$ cat src/verilog/wdtm_pkg.sv
// watchdog timer monitor: shared offsets, bit positions, reset values and timing
package wdtm_pkg;

    // apb byte offsets
    localparam logic [7:0] OFF_WDCTRL  = 8'h00; // watchdog_control
    localparam logic [7:0] OFF_CLKCTRL = 8'h04; // clock_control
    localparam logic [7:0] OFF_INTEN   = 8'h08; // interrupt enables, vector readback
    localparam logic [7:0] OFF_TAKEY   = 8'h0C; // timed-access key
    localparam logic [7:0] OFF_STAT    = 8'h10; // sticky event status
    localparam logic [7:0] OFF_MASK    = 8'h14; // event mask
    localparam logic [7:0] OFF_COUNT   = 8'h18; // counter and state readback

    // watchdog_control fields
    localparam int WDC_TIMEOUT = 3; // timeout_flag
    localparam int WDC_CAUSE   = 2; // wd_reset_cause_flag
    localparam int WDC_RSTEN   = 1; // reset_function_enable
    localparam int WDC_RESTART = 0; // counter_restart_bit

    // clock_control fields
    localparam int CKC_SEL_HI = 7; // interval_select_high
    localparam int CKC_SEL_LO = 6; // interval_select_low

    // interrupt enable fields
    localparam int IEN_WD     = 5; // wd_int_enable
    localparam int IEN_GLOBAL = 7; // global_int_enable
    localparam int IEN_VEC_LO = 8; // vector readback, bits 15:8
    localparam int IEN_PRI_LO = 16; // priority readback, bits 19:16

    // status and mask fields
    localparam int STAT_TIMEOUT = 0;
    localparam int STAT_WDRESET = 1;

    // reset values
    localparam logic [7:0] CKC_RESET  = 8'h00; // shortest interval
    localparam logic [1:0] MASK_RESET = 2'h0;

    // timing
    localparam int CNT_W         = 21; // widest tap
    localparam int TAP_BASE_DEF  = 12; // code 00 tap
    localparam int TAP_STEP      = 3;  // taps 12, 15, 18, 21
    localparam int GRACE_CLKS    = 512;
    localparam int MC_CLKS       = 4;  // clocks per machine cycle
    localparam int RST_MC        = 2;
    localparam int RST_HOLD_CLKS = MC_CLKS * RST_MC;
    localparam int TA_WINDOW_MC  = 3;
    localparam int TA_WINDOW_CLKS = MC_CLKS * TA_WINDOW_MC;

    // timed-access keys
    localparam logic [7:0] TA_KEY1 = 8'hAA;
    localparam logic [7:0] TA_KEY2 = 8'h55;

    // interrupt position
    localparam logic [7:0] WD_INT_VECTOR = 8'h6B;
    localparam logic [3:0] WD_INT_PRIO   = 4'hB; // lowest of eleven

    // watchdog sequencer states
    typedef enum logic [1:0] {
        ST_OFF   = 2'b00,
        ST_COUNT = 2'b01,
        ST_GRACE = 2'b10,
        ST_RESET = 2'b11
    } wdtm_state_t;

endpackage

$ cat src/verilog/wdtm_sticky.sv
// sticky event flags where a set beats a clear in the same cycle
`timescale 1ns/1ps
module wdtm_sticky #(
    parameter int WIDTH = 2
) (
    // system
    input  wire logic             clock,
    input  wire logic             reset,
    // events and clears
    input  wire logic [WIDTH-1:0] setBits,
    input  wire logic [WIDTH-1:0] clrBits,
    // held flags
    output logic      [WIDTH-1:0] flags
);

    // set wins so an event landing on the clearing read is kept
    always_ff @(posedge clock) begin
        if (reset) begin
            flags <= '0;
        end else begin
            flags <= (flags & ~clrBits) | setBits;
        end
    end

endmodule

$ cat src/verilog/wdtm_timed_access.sv
// timed-access unlock: two key writes open a short protected-write window
`timescale 1ns/1ps
module wdtm_timed_access (
    // system
    input  wire logic       clock,
    input  wire logic       reset,
    // key register writes
    input  wire logic       keyWrite,
    input  wire logic [7:0] keyData,
    // a protected write used the window
    input  wire logic       protUsed,
    // window state
    output logic            windowOpen
);

    logic       armed_r;     // first key seen
    logic [3:0] windowCnt_r; // clocks left in window

    // any key write other than the first key disarms
    always_ff @(posedge clock) begin
        if (reset) begin
            armed_r <= 1'b0;
        end else if (keyWrite) begin
            armed_r <= (keyData == wdtm_pkg::TA_KEY1);
        end
    end

    // window lasts a few machine cycles or one protected write
    always_ff @(posedge clock) begin
        if (reset) begin
            windowCnt_r <= 4'h0;
        end else if (keyWrite && armed_r && keyData == wdtm_pkg::TA_KEY2) begin
            windowCnt_r <= 4'(wdtm_pkg::TA_WINDOW_CLKS);
        end else if (protUsed) begin
            windowCnt_r <= 4'h0;
        end else if (windowCnt_r != 4'h0) begin
            windowCnt_r <= windowCnt_r - 4'h1;
        end
    end

    assign windowOpen = (windowCnt_r != 4'h0);

endmodule

$ cat src/verilog/wdtm_top.sv
// watchdog timer monitor: counter, reset sequencer, apb registers, interrupt
//
// The APB interface to the registers and the register addresses were decided locally.
`timescale 1ns/1ps
// Summary of operation
// - free-running counter on the system clock
// - two select bits pick tap 12/15/18/21
// - reaching interval sets the time-out flag
// - 512 more clocks, then reset if enabled
// - reset held two machine cycles, cause flagged
// - restart bit clears counter, then self-clears
// - cause flag cleared by software or power reset
// - time-out flag cleared by software or reset
// - interrupt needs flag, own and global enable
// - reset enable bit; counter runs when off
// - watchdog reset restarts; power reset disables
// - flag still set with interrupt, reset off
// - interval select defaults to shortest
// - protected bits need timed access first
// - lowest priority, vector 6Bh, software clear
module wdtm_top #(
    parameter int TAP_BASE = wdtm_pkg::TAP_BASE_DEF // lower for fast simulation
) (
    // system
    input  wire logic        clock,
    input  wire logic        reset,
    // apb slave
    input  wire logic        psel,
    input  wire logic        penable,
    input  wire logic        pwrite,
    input  wire logic [7:0]  paddr,
    input  wire logic [31:0] pwdata,
    output logic      [31:0] prdata,
    output logic             pready,
    output logic             pslverr,
    // watchdog outputs
    output logic             sysResetReq,
    output logic             wdIntReq,
    output logic             irq
);

    // sequencer and counters
    wdtm_pkg::wdtm_state_t state_r;   // sequencer state
    wdtm_pkg::wdtm_state_t state_nxt; // next state
    logic [wdtm_pkg::CNT_W-1:0] cnt_r; // free-running divider
    logic [8:0]  graceCnt_r;           // clocks since time-out
    logic [2:0]  holdCnt_r;            // clocks of reset hold

    // software-visible control
    logic        timeoutFlag_r;  // time-out flag
    logic        causeFlag_r;    // watchdog caused a reset
    logic        rstEn_r;        // reset function enable
    logic        restartBit_r;   // restart request, self-clearing
    logic [7:0]  clockCtrl_r;    // clock_control image
    logic        wdIntEn_r;      // watchdog interrupt enable
    logic        globalIntEn_r;  // global interrupt enable
    logic [1:0]  mask_r;         // event mask

    // derived
    logic [4:0]  tapLog2;        // selected tap position
    logic [wdtm_pkg::CNT_W-1:0] intervalMask;
    logic        running;        // counter advancing
    logic        timeoutHit;     // selected interval completed
    logic        graceDone;      // grace window over
    logic        holdDone;       // reset hold over
    logic        enterReset;     // watchdog reset starts
    logic [1:0]  status;         // sticky events
    logic        taOpen;         // timed-access window open

    // apb decode
    logic        setup;
    logic        access;
    logic        wrEn;
    logic        rdEn;
    logic        wrWdc;
    logic        protOk;
    logic        keyWrite;
    logic [31:0] rdValue;
    logic        rdHit;

    // transfer phases; writes act only at the completing access edge
    assign setup    = psel && !penable;
    assign access   = psel && penable && pready;
    assign wrEn     = access && pwrite;
    assign rdEn     = access && !pwrite;
    assign wrWdc    = wrEn && (paddr == wdtm_pkg::OFF_WDCTRL);
    assign keyWrite = wrEn && (paddr == wdtm_pkg::OFF_TAKEY);
    assign protOk   = wrWdc && taOpen;

    // interval tap from the select bits, taps three apart
    assign tapLog2 = 5'(TAP_BASE)
                   + 5'(clockCtrl_r[wdtm_pkg::CKC_SEL_HI:wdtm_pkg::CKC_SEL_LO])
                   * 5'(wdtm_pkg::TAP_STEP);
    assign intervalMask = ~({wdtm_pkg::CNT_W{1'b1}} << tapLog2);

    // time-out whenever the low tap bits all reach one, every wrap
    assign running    = (state_r == wdtm_pkg::ST_COUNT) || (state_r == wdtm_pkg::ST_GRACE);
    assign timeoutHit = running && !restartBit_r
                      && ((cnt_r & intervalMask) == intervalMask);
    assign graceDone  = (graceCnt_r == 9'(wdtm_pkg::GRACE_CLKS - 1));
    assign holdDone   = (holdCnt_r == 3'(wdtm_pkg::RST_HOLD_CLKS - 1));
    assign enterReset = (state_r == wdtm_pkg::ST_GRACE) && (state_nxt == wdtm_pkg::ST_RESET);

    // sequencer: off until first restart, grace after a time-out in the count state
    always_comb begin
        state_nxt = state_r;
        unique case (state_r)
            wdtm_pkg::ST_OFF: begin
                if (restartBit_r) begin
                    state_nxt = wdtm_pkg::ST_COUNT;
                end
            end
            wdtm_pkg::ST_COUNT: begin
                if (!restartBit_r && timeoutHit) begin
                    state_nxt = wdtm_pkg::ST_GRACE;
                end
            end
            wdtm_pkg::ST_GRACE: begin
                if (restartBit_r) begin
                    state_nxt = wdtm_pkg::ST_COUNT;
                end else if (graceDone) begin
                    // disabled reset only ends the wait, counter runs on
                    state_nxt = rstEn_r ? wdtm_pkg::ST_RESET
                                        : wdtm_pkg::ST_COUNT;
                end
            end
            wdtm_pkg::ST_RESET: begin
                if (holdDone) begin
                    state_nxt = wdtm_pkg::ST_COUNT;
                end
            end
        endcase
    end

    // state register; power reset leaves the watchdog disabled
    always_ff @(posedge clock) begin
        if (reset) begin
            state_r <= wdtm_pkg::ST_OFF;
        end else begin
            state_r <= state_nxt;
        end
    end

    // divider: cleared by restart or watchdog reset, else counts and wraps in count and grace, holds when off
    always_ff @(posedge clock) begin
        if (reset) begin
            cnt_r <= '0;
        end else if (restartBit_r || state_r == wdtm_pkg::ST_RESET) begin
            cnt_r <= '0;
        end else if (running) begin
            cnt_r <= cnt_r + {{(wdtm_pkg::CNT_W-1){1'b0}}, 1'b1};
        end
    end

    // grace window counter runs only while waiting for a restart
    always_ff @(posedge clock) begin
        if (reset || state_r != wdtm_pkg::ST_GRACE) begin
            graceCnt_r <= 9'h000;
        end else begin
            graceCnt_r <= graceCnt_r + 9'h001;
        end
    end

    // reset hold counter, two machine cycles
    always_ff @(posedge clock) begin
        if (reset || state_r != wdtm_pkg::ST_RESET) begin
            holdCnt_r <= 3'h0;
        end else begin
            holdCnt_r <= holdCnt_r + 3'h1;
        end
    end

    // system reset request follows the reset state, from a flop
    always_ff @(posedge clock) begin
        if (reset) begin
            sysResetReq <= 1'b0;
        end else begin
            sysResetReq <= (state_nxt == wdtm_pkg::ST_RESET);
        end
    end

    // reset enable, written only inside the timed-access window
    always_ff @(posedge clock) begin
        if (reset) begin
            rstEn_r <= 1'b0;
        end else if (protOk) begin
            rstEn_r <= pwdata[wdtm_pkg::WDC_RSTEN];
        end
    end

    // restart bit lives one cycle, then hardware clears it
    always_ff @(posedge clock) begin
        if (reset) begin
            restartBit_r <= 1'b0;
        end else begin
            restartBit_r <= protOk && pwdata[wdtm_pkg::WDC_RESTART];
        end
    end

    // time-out flag: a hit beats a software write, a watchdog reset beats a hit
    always_ff @(posedge clock) begin
        if (reset) begin
            timeoutFlag_r <= 1'b0;
        end else if (enterReset) begin
            timeoutFlag_r <= 1'b0;
        end else if (timeoutHit) begin
            timeoutFlag_r <= 1'b1;
        end else if (protOk) begin
            timeoutFlag_r <= pwdata[wdtm_pkg::WDC_TIMEOUT];
        end
    end

    // cause flag: only a watchdog reset sets it, only reset enable allows that
    always_ff @(posedge clock) begin
        if (reset) begin
            causeFlag_r <= 1'b0;
        end else if (enterReset) begin
            causeFlag_r <= 1'b1;
        end else if (wrWdc && !pwdata[wdtm_pkg::WDC_CAUSE]) begin
            causeFlag_r <= 1'b0;
        end
    end

    // clock_control, unprotected; bits 5:0 kept for software
    always_ff @(posedge clock) begin
        if (reset) begin
            clockCtrl_r <= wdtm_pkg::CKC_RESET;
        end else if (wrEn && paddr == wdtm_pkg::OFF_CLKCTRL) begin
            clockCtrl_r <= pwdata[7:0];
        end
    end

    // interrupt enables and event mask
    always_ff @(posedge clock) begin
        if (reset) begin
            wdIntEn_r     <= 1'b0;
            globalIntEn_r <= 1'b0;
            mask_r        <= wdtm_pkg::MASK_RESET;
        end else if (wrEn && paddr == wdtm_pkg::OFF_INTEN) begin
            wdIntEn_r     <= pwdata[wdtm_pkg::IEN_WD];
            globalIntEn_r <= pwdata[wdtm_pkg::IEN_GLOBAL];
        end else if (wrEn && paddr == wdtm_pkg::OFF_MASK) begin
            mask_r        <= pwdata[1:0];
        end
    end

    // watchdog interrupt request to the core's controller
    always_ff @(posedge clock) begin
        if (reset) begin
            wdIntReq <= 1'b0;
        end else begin
            wdIntReq <= timeoutFlag_r && wdIntEn_r && globalIntEn_r;
        end
    end

    // timed-access unlock
    wdtm_timed_access u_unlock (
        .clock      (clock),
        .reset      (reset),
        .keyWrite   (keyWrite),
        .keyData    (pwdata[7:0]),
        .protUsed   (protOk),
        .windowOpen (taOpen)
    );

    // sticky events; a read clears only the bits it reported
    wdtm_sticky #(
        .WIDTH (2)
    ) u_status (
        .clock   (clock),
        .reset   (reset),
        .setBits ({enterReset, timeoutHit}),
        .clrBits ((rdEn && paddr == wdtm_pkg::OFF_STAT) ? prdata[1:0] : 2'h0),
        .flags   (status)
    );

    // level interrupt while any unmasked event is held
    always_ff @(posedge clock) begin
        if (reset) begin
            irq <= 1'b0;
        end else begin
            irq <= |(status & mask_r);
        end
    end

    // read mux; unmapped offsets answer with an error
    always_comb begin
        rdValue = 32'h0000_0000;
        rdHit   = 1'b1;
        case (paddr)
            wdtm_pkg::OFF_WDCTRL: begin
                rdValue[wdtm_pkg::WDC_TIMEOUT] = timeoutFlag_r;
                rdValue[wdtm_pkg::WDC_CAUSE]   = causeFlag_r;
                rdValue[wdtm_pkg::WDC_RSTEN]   = rstEn_r;
                rdValue[wdtm_pkg::WDC_RESTART] = restartBit_r;
            end
            wdtm_pkg::OFF_CLKCTRL: begin
                rdValue[7:0] = clockCtrl_r;
            end
            wdtm_pkg::OFF_INTEN: begin
                rdValue[wdtm_pkg::IEN_WD]     = wdIntEn_r;
                rdValue[wdtm_pkg::IEN_GLOBAL] = globalIntEn_r;
                rdValue[wdtm_pkg::IEN_VEC_LO +: 8] = wdtm_pkg::WD_INT_VECTOR;
                rdValue[wdtm_pkg::IEN_PRI_LO +: 4] = wdtm_pkg::WD_INT_PRIO;
            end
            wdtm_pkg::OFF_TAKEY: begin
                rdValue[0] = taOpen;
            end
            wdtm_pkg::OFF_STAT: begin
                rdValue[1:0] = status;
            end
            wdtm_pkg::OFF_MASK: begin
                rdValue[1:0] = mask_r;
            end
            wdtm_pkg::OFF_COUNT: begin
                rdValue = {9'h000, state_r, cnt_r};
            end
            default: begin
                rdHit = 1'b0;
            end
        endcase
    end

    // answer registered in setup, so access completes with no wait state
    always_ff @(posedge clock) begin
        if (reset) begin
            pready  <= 1'b0;
            prdata  <= 32'h0000_0000;
            pslverr <= 1'b0;
        end else begin
            pready  <= setup;
            pslverr <= setup && !rdHit;
            if (setup) begin
                prdata <= pwrite ? 32'h0000_0000 : rdValue;
            end
        end
    end
endmodule
$ cat config.mk
export PLATFORM = sky130hd
export DESIGN_NAME = wdtm_top
export DESIGN_NICKNAME = d
export VERILOG_FILES = /design/src/verilog/wdtm_pkg.sv /design/src/verilog/wdtm_sticky.sv /design/src/verilog/wdtm_timed_access.sv /design/src/verilog/wdtm_top.sv
export SDC_FILE = /design/constraint.sdc
export NUM_CORES = 1
export LEC_CHECK = 0
export BUFFER_PORTS_ARGS = -buffer_cell sky130_fd_sc_hd__buf_4
export CAP_MARGIN = 20
export CELL_PAD_IN_SITES_DETAIL_PLACEMENT = 1
export CELL_PAD_IN_SITES_GLOBAL_PLACEMENT = 1
export CORE_ASPECT_RATIO = 1.75
export CORE_MARGIN = 2
export CORE_UTILIZATION = 41
export DETAILED_ROUTE_END_ITERATION = 7
export HOLD_SLACK_MARGIN = 0.05
export PLACE_DENSITY = 0.91
export SLEW_MARGIN = 20
export SYNTH_ARGS = -nofsm -noshare
export SYNTH_HDL_FRONTEND = slang
export SYNTH_SLANG_ARGS = --single-unit
$ cat constraint.sdc
create_clock -name clock -period 2.6 [get_ports clock]
set_clock_uncertainty 0.05 [all_clocks]
set_input_delay 0.13 -clock clock [delete_from_list [all_inputs] [get_ports clock]]
set_output_delay 0.13 -clock clock [all_outputs]
set_load 0.005 [all_outputs]
# After elaboration in Yosys (flattened, before gate mapping)
# Index checks and enable logic that the tools add are counted.
# op_classes
eq_ne	17
bitwise	7
muxes	26
shifts	1
addsub	5
multipliers	1
n_reduce_logical	44
# ops
op	count
$mux W32	1
$eq A8 B5 Y1 const B	3
$pmux W12 S2	1
$logic_and A1 B1 Y1	23
$add A21 B1 Y21 const B	1
$and A21 B21 Y21	1
$eq A21 B21 Y1	1
$not A21 Y21	1
$shl A21 B5 Y21 const A	1
$eq A8 B4 Y1 const B	2
$mux W2	7
$mux W4	3
$add A9 B1 Y9 const B	1
$eq A9 B9 Y1 const B	1
$eq A8 B3 Y1 const B	1
$eq A8 B7 Y1 const B	1
$eq A8 B8 Y1 const B	1
$logic_not A8 Y1	1
$pmux W2 S4	1
$reduce_or A7 Y1	1
$eq A2 B2 Y1 const B	3
$pmux W1 S3	2
$pmux W1 S6	1
$pmux W2 S3	1
other kinds (24)	41
# totals
regBits	95
word_cells	123

# Longest topological paths before layout
# depth
word_depth	13
ltp_mapped	10

# Hierarchy
# A second synthesis with hierarchy kept.
# unflattened
hier_cells	447
hier_area_um2	4053.9
# modules_own_cells
mod	seq_area_each_um2	area_each_um2	n_inst	cells_each
wdtm_top	1581.5	3667.3	1	403
wdtm_timed_access	100.1	316.6	1	36
wdtm_sticky	40.0	70.1	1	8

# Least setup slack after synthesis
# OpenSTA, ideal clock, no wires.
# synth_path
path_type	reg-to-reg
from	register state_r[1]
to	register cnt_r[14] in the netlist's numbering
setup_slack_ps	474
path_stages_with_launch	9
period_less_slack_ps	2126
t_required_ps	2422
arrival_time_ps	1948
setup_time_ps	128
path_cell_list	dfxtp_1 > inv_1 > ha_1 > clkbuf_1 > nand4_1 > nor3_1 > and3_1 > xnor2_1 > nor2_1
# synth_via
elab_chain_cells	3
word_cells_on_any_way	6
# synth_lines
item	line_no	rtl
start: declaration	wdtm_top.sv:43	wdtm_pkg::wdtm_state_t state_r;
start signal: assignment	wdtm_top.sv:138	state_r <= wdtm_pkg::ST_OFF;
start signal: assignment	wdtm_top.sv:140	state_r <= state_nxt;
$eq A2 B2 Y1	wdtm_top.sv:148	end else if (restartBit_r || state_r == wdtm_pkg::ST_RESET) begin
$logic_or A1 B1 Y1	wdtm_top.sv:148	
$reduce_or A2 Y1 (no source line)	--	
end signal: assignment	wdtm_top.sv:151	cnt_r <= cnt_r + {{(wdtm_pkg::CNT_W-1){1'b0}}, 1'b1};
end: declaration	wdtm_top.sv:45	logic [wdtm_pkg::CNT_W-1:0] cnt_r;
# Several ways; a longest one is shown, not always the timed one.
# A chain may end at the register's enable or synchronous reset.

# Worst setup path after layout
# layout_path
from	register state_r[1]
to	register sysResetReq
# layout_via
elab_chain_cells	8
word_cells_on_any_way	15
# layout_lines
item	line_no	rtl
$eq A2 B1 Y1 or $eq A2 B2 Y1 (tied branches)	wdtm_top.sv:97, wdtm_top.sv:107	
$logic_or A1 B1 Y1	wdtm_top.sv:97	assign running = (state_r == wdtm_pkg::ST_COUNT) || (state_r == wdtm_pkg::ST_GRACE);
$logic_and A1 B1 Y1	wdtm_top.sv:98	assign timeoutHit = running && !restartBit_r
$logic_and A1 B1 Y1	wdtm_top.sv:99	&& ((cnt_r & intervalMask) == intervalMask);
$logic_and A1 B1 Y1	wdtm_top.sv:114	if (!restartBit_r && timeoutHit) begin
$mux W2	wdtm_top.sv:114	
$pmux W2 S4 (*)	wdtm_top.sv:107	unique case (state_r)
$eq A2 B2 Y1 (*)	wdtm_top.sv:178	sysResetReq <= (state_nxt == wdtm_pkg::ST_RESET);
end signal: assignment	wdtm_top.sv:178	
end: declaration	wdtm_top.sv:37	output logic sysResetReq,
# Every way passes the cells marked *; elsewhere a longest branch is shown, timed or not.

==> results.ini <==
[setup_path]
cp.required_ns = 2.75
cpLargestDelayFamily = simple AND/OR/NAND/NOR gates
path_max_fanout = 7
arrival_ns = 2.61
slowest_stage = nor3_1
crit_chain = inv_1, ha_1, nand3_1, nor3_1, o2111ai_1, nand3_1, o32ai_1
start_kind = flip-flop
cp_slowest_stage_delay_ns = 0.48
cp-end-kind = flip-flop
cp.buffers_inverters = 1
path_common_cell = nand3_1
path_class = flip-flop to flip-flop

[yosys]
syn_area_um2 = 4024
synth.avg_cell_area_um2 = 8.691
yosysUniqueCellTypes = 60
yosys_warnings = 0
ys.flop_type = dfxtp_1
synth-edff-count = 0
ys_async_sr_fraction_pct = 0
seq_area_frac_synth_pct = 42.79
postSynthCellCount = 463
synth-seq-cells = 86

[clock_network]
htreeDepth = 3
path_clk_slew_ns = 0.06
clk_latency_ns = 0.35
cts_buffer_depth = 2
cts-root-buf = clkbuf_16
cts_buffers = 9
cts_tree = yes
clock-sinks = 86
post_cts_buffers = 0

[sta]
setup_slack_ns = 0.1462
rsz0062_at_grt = no
slew_viol_final = 0
fin_crit_sh_pct = 94.38
max_freq_mhz = 407.5
fin_tns_setup_ns = 0
setup_viol = 0
fin_crit_ns = 2.454
timing.slew.headroom_pct = 50.51
tightest_slew_ns = 0.7424
hold_viol = 0

[run]
max-cap-violations = 0

[grt]
grt_use_total_pct = 23.55
grt_pass1_wl_mm = 19.71
grt_start_max_net_pins = 59
grt_pass1_vias = 4105
gr-total-overflow = 0
antenna_found_initial = 0

[min_path]
min_path_type = input pin to flip-flop

[pwr]
vdd_drop_max_v = 0.0003819
p_per_area_nw_per_um2 = 599.0
leakage_nw = 1.794

[routing]
drtPass1Iterations = 5
wl_mm = 11.92
viasPerCell = 5.745
ant_nets = 0
num_vias = 3688
drcViolationCount = 0
first_iter_violations = 156
routedWlPerCell_um = 18.57

[floorplanning]
rows = 47
die_h_um = 135.1
die_w_um = 78.89
coreArea_um2 = 9527
die_area_um2 = 10650
ios = 82
start_util_pct = 42.24

[finish]
antenna_cells = 0
final_cells = 642
fin_area_um2 = 4807
layout.cells.most_common = dfxtp_1
syn_to_final_growth_pct = 19.47
drive_gt1_share_pct = 16.92
fin_nets = 571
layout_common_cells = dfxtp_1, buf_4, nor2_1

[placement]
place_area_um2 = 4459
io_buffers = 48
place_inst = 619
dpl_worst_slack_ns = 0.3526
hpwl_mm = 8.135
place.gp.congestion = 0.8943

[status]
status = complete, no violations

==> worst min-delay path, stage by stage <==
cell and delay [ns]:
buf_4 0.14, nand3_1 0.07, a21oi_1 0.06
==> report_power, final <==
| group | internal, mW | switching [mW] | total (mW) |
|---|---|---|---|
| combinational | 0.138 | 0.168 | 0.307 |
| clock | 0.673 | 0.535 | 1.21 |
| sequential | 1.34 | 0.0213 | 1.36 |
==> path summary, 6_finish.rpt <==
kind                     start              to  slack (ns)  cells after the start
hold reg to reg   holdCnt_r[0]    holdCnt_r[0]        0.40                      1
hold / removal       pwdata[1]  clockCtrl_r[1]        0.06                      3
setup / recovery    state_r[1]     sysResetReq        0.15                      7
setup reg to reg    state_r[1]     sysResetReq        0.15                      7
==> flip-flops by register name (all words and copies together), names as in the netlist, 2 cells and up <==
signal / flops
clockCtrl_r: 8
cnt_r: 21
graceCnt_r: 9
holdCnt_r: 3
mask_r: 2
prdata: 23
state_r: 2
u_status.flags: 2
u_unlock.windowCnt_r: 4
==> cells in the mapped netlist (3+ instances only) <==
| cell | number | area, µm² |
|---|---|---|
| a21oi_1 | 24 | 120.1 |
| clkbuf_1 | 15 | 56.30 |
| ha_1 | 11 | 137.6 |
| mux2i_1 | 8 | 80.08 |
| buf_4 | 9 | 67.56 |
| nand3_1 | 28 | 140.1 |
| a31oi_1 | 7 | 43.79 |
| dfxtp_1 | 86 | 1722 |
| inv_1 | 12 | 45.04 |
| and4_1 | 3 | 26.28 |
| nor2_1 | 54 | 202.7 |
| or3_1 | 6 | 37.54 |
| nand2b_1 | 6 | 37.54 |
| a22oi_1 | 15 | 112.6 |
| nor2b_1 | 7 | 43.79 |
| xor2_1 | 15 | 131.4 |
| and2_1 | 5 | 31.28 |
| nor4_1 | 5 | 31.28 |
| a32o_1 | 4 | 40.04 |
| and3_1 | 7 | 43.79 |
| nand2_2 | 3 | 18.77 |
| o21ai_0 | 13 | 65.06 |
| buf_1 | 3 | 11.26 |
| xnor2_1 | 7 | 61.31 |
| nor3_1 | 6 | 30.03 |
| nor3b_1 | 3 | 22.52 |
| nand2_1 | 49 | 183.9 |
| nand4_1 | 10 | 62.56 |
| mux2_2 | 3 | 33.78 |
==> layer usage <==
metal	share of wire [%]	global-route usage, %	wire [µm]
met5	0	0	0
met4	4.5	14.94	534
met3	3.4	3.409	404
met2	55	44.59	6604
met1	37	23.35	4375
==> cells by family after synthesis <==
kind of cell	Yosys count	share of synthesized area, %
buffers and inverters	44	5.659
AO/OA/AOI/OAI	83	13.71
other	1	0.09319
XOR/XNOR	22	4.789
multiplexers	12	3.389
adder cells (fa/ha/maj)	11	3.420
AND/OR/NAND/NOR	204	26.15
flip-flops	86	42.79
==> per-stage QoR <==
stage	util (%)	total power [mW]	hold slack (ns)
after floorplan	-	1.587	0.2239
after global placement	46.81	1.670	0.3674
after detailed placement	46.81	1.689	0.3827
after CTS	50.46	2.888	0.05334
after global routing	50.46	2.982	0.07128
final	50.46	2.880	0.06148
==> what timing repair did <==
item	CTS	global route
hold buffers	7	0
resized for setup	0	0
endpoints found under the hold margin	10	0
==> layout make-up <==
cell class	count	area, µm²
clock buffer	11	242.7
clock inverter	5	35.03
fill	1154	4720
inverter	12	45.04
multi-input combinational	341	2105
sequential	86	1722
tap	122	152.6
timing repair buffer	65	505.5
(Power assumes the default switching activity.)
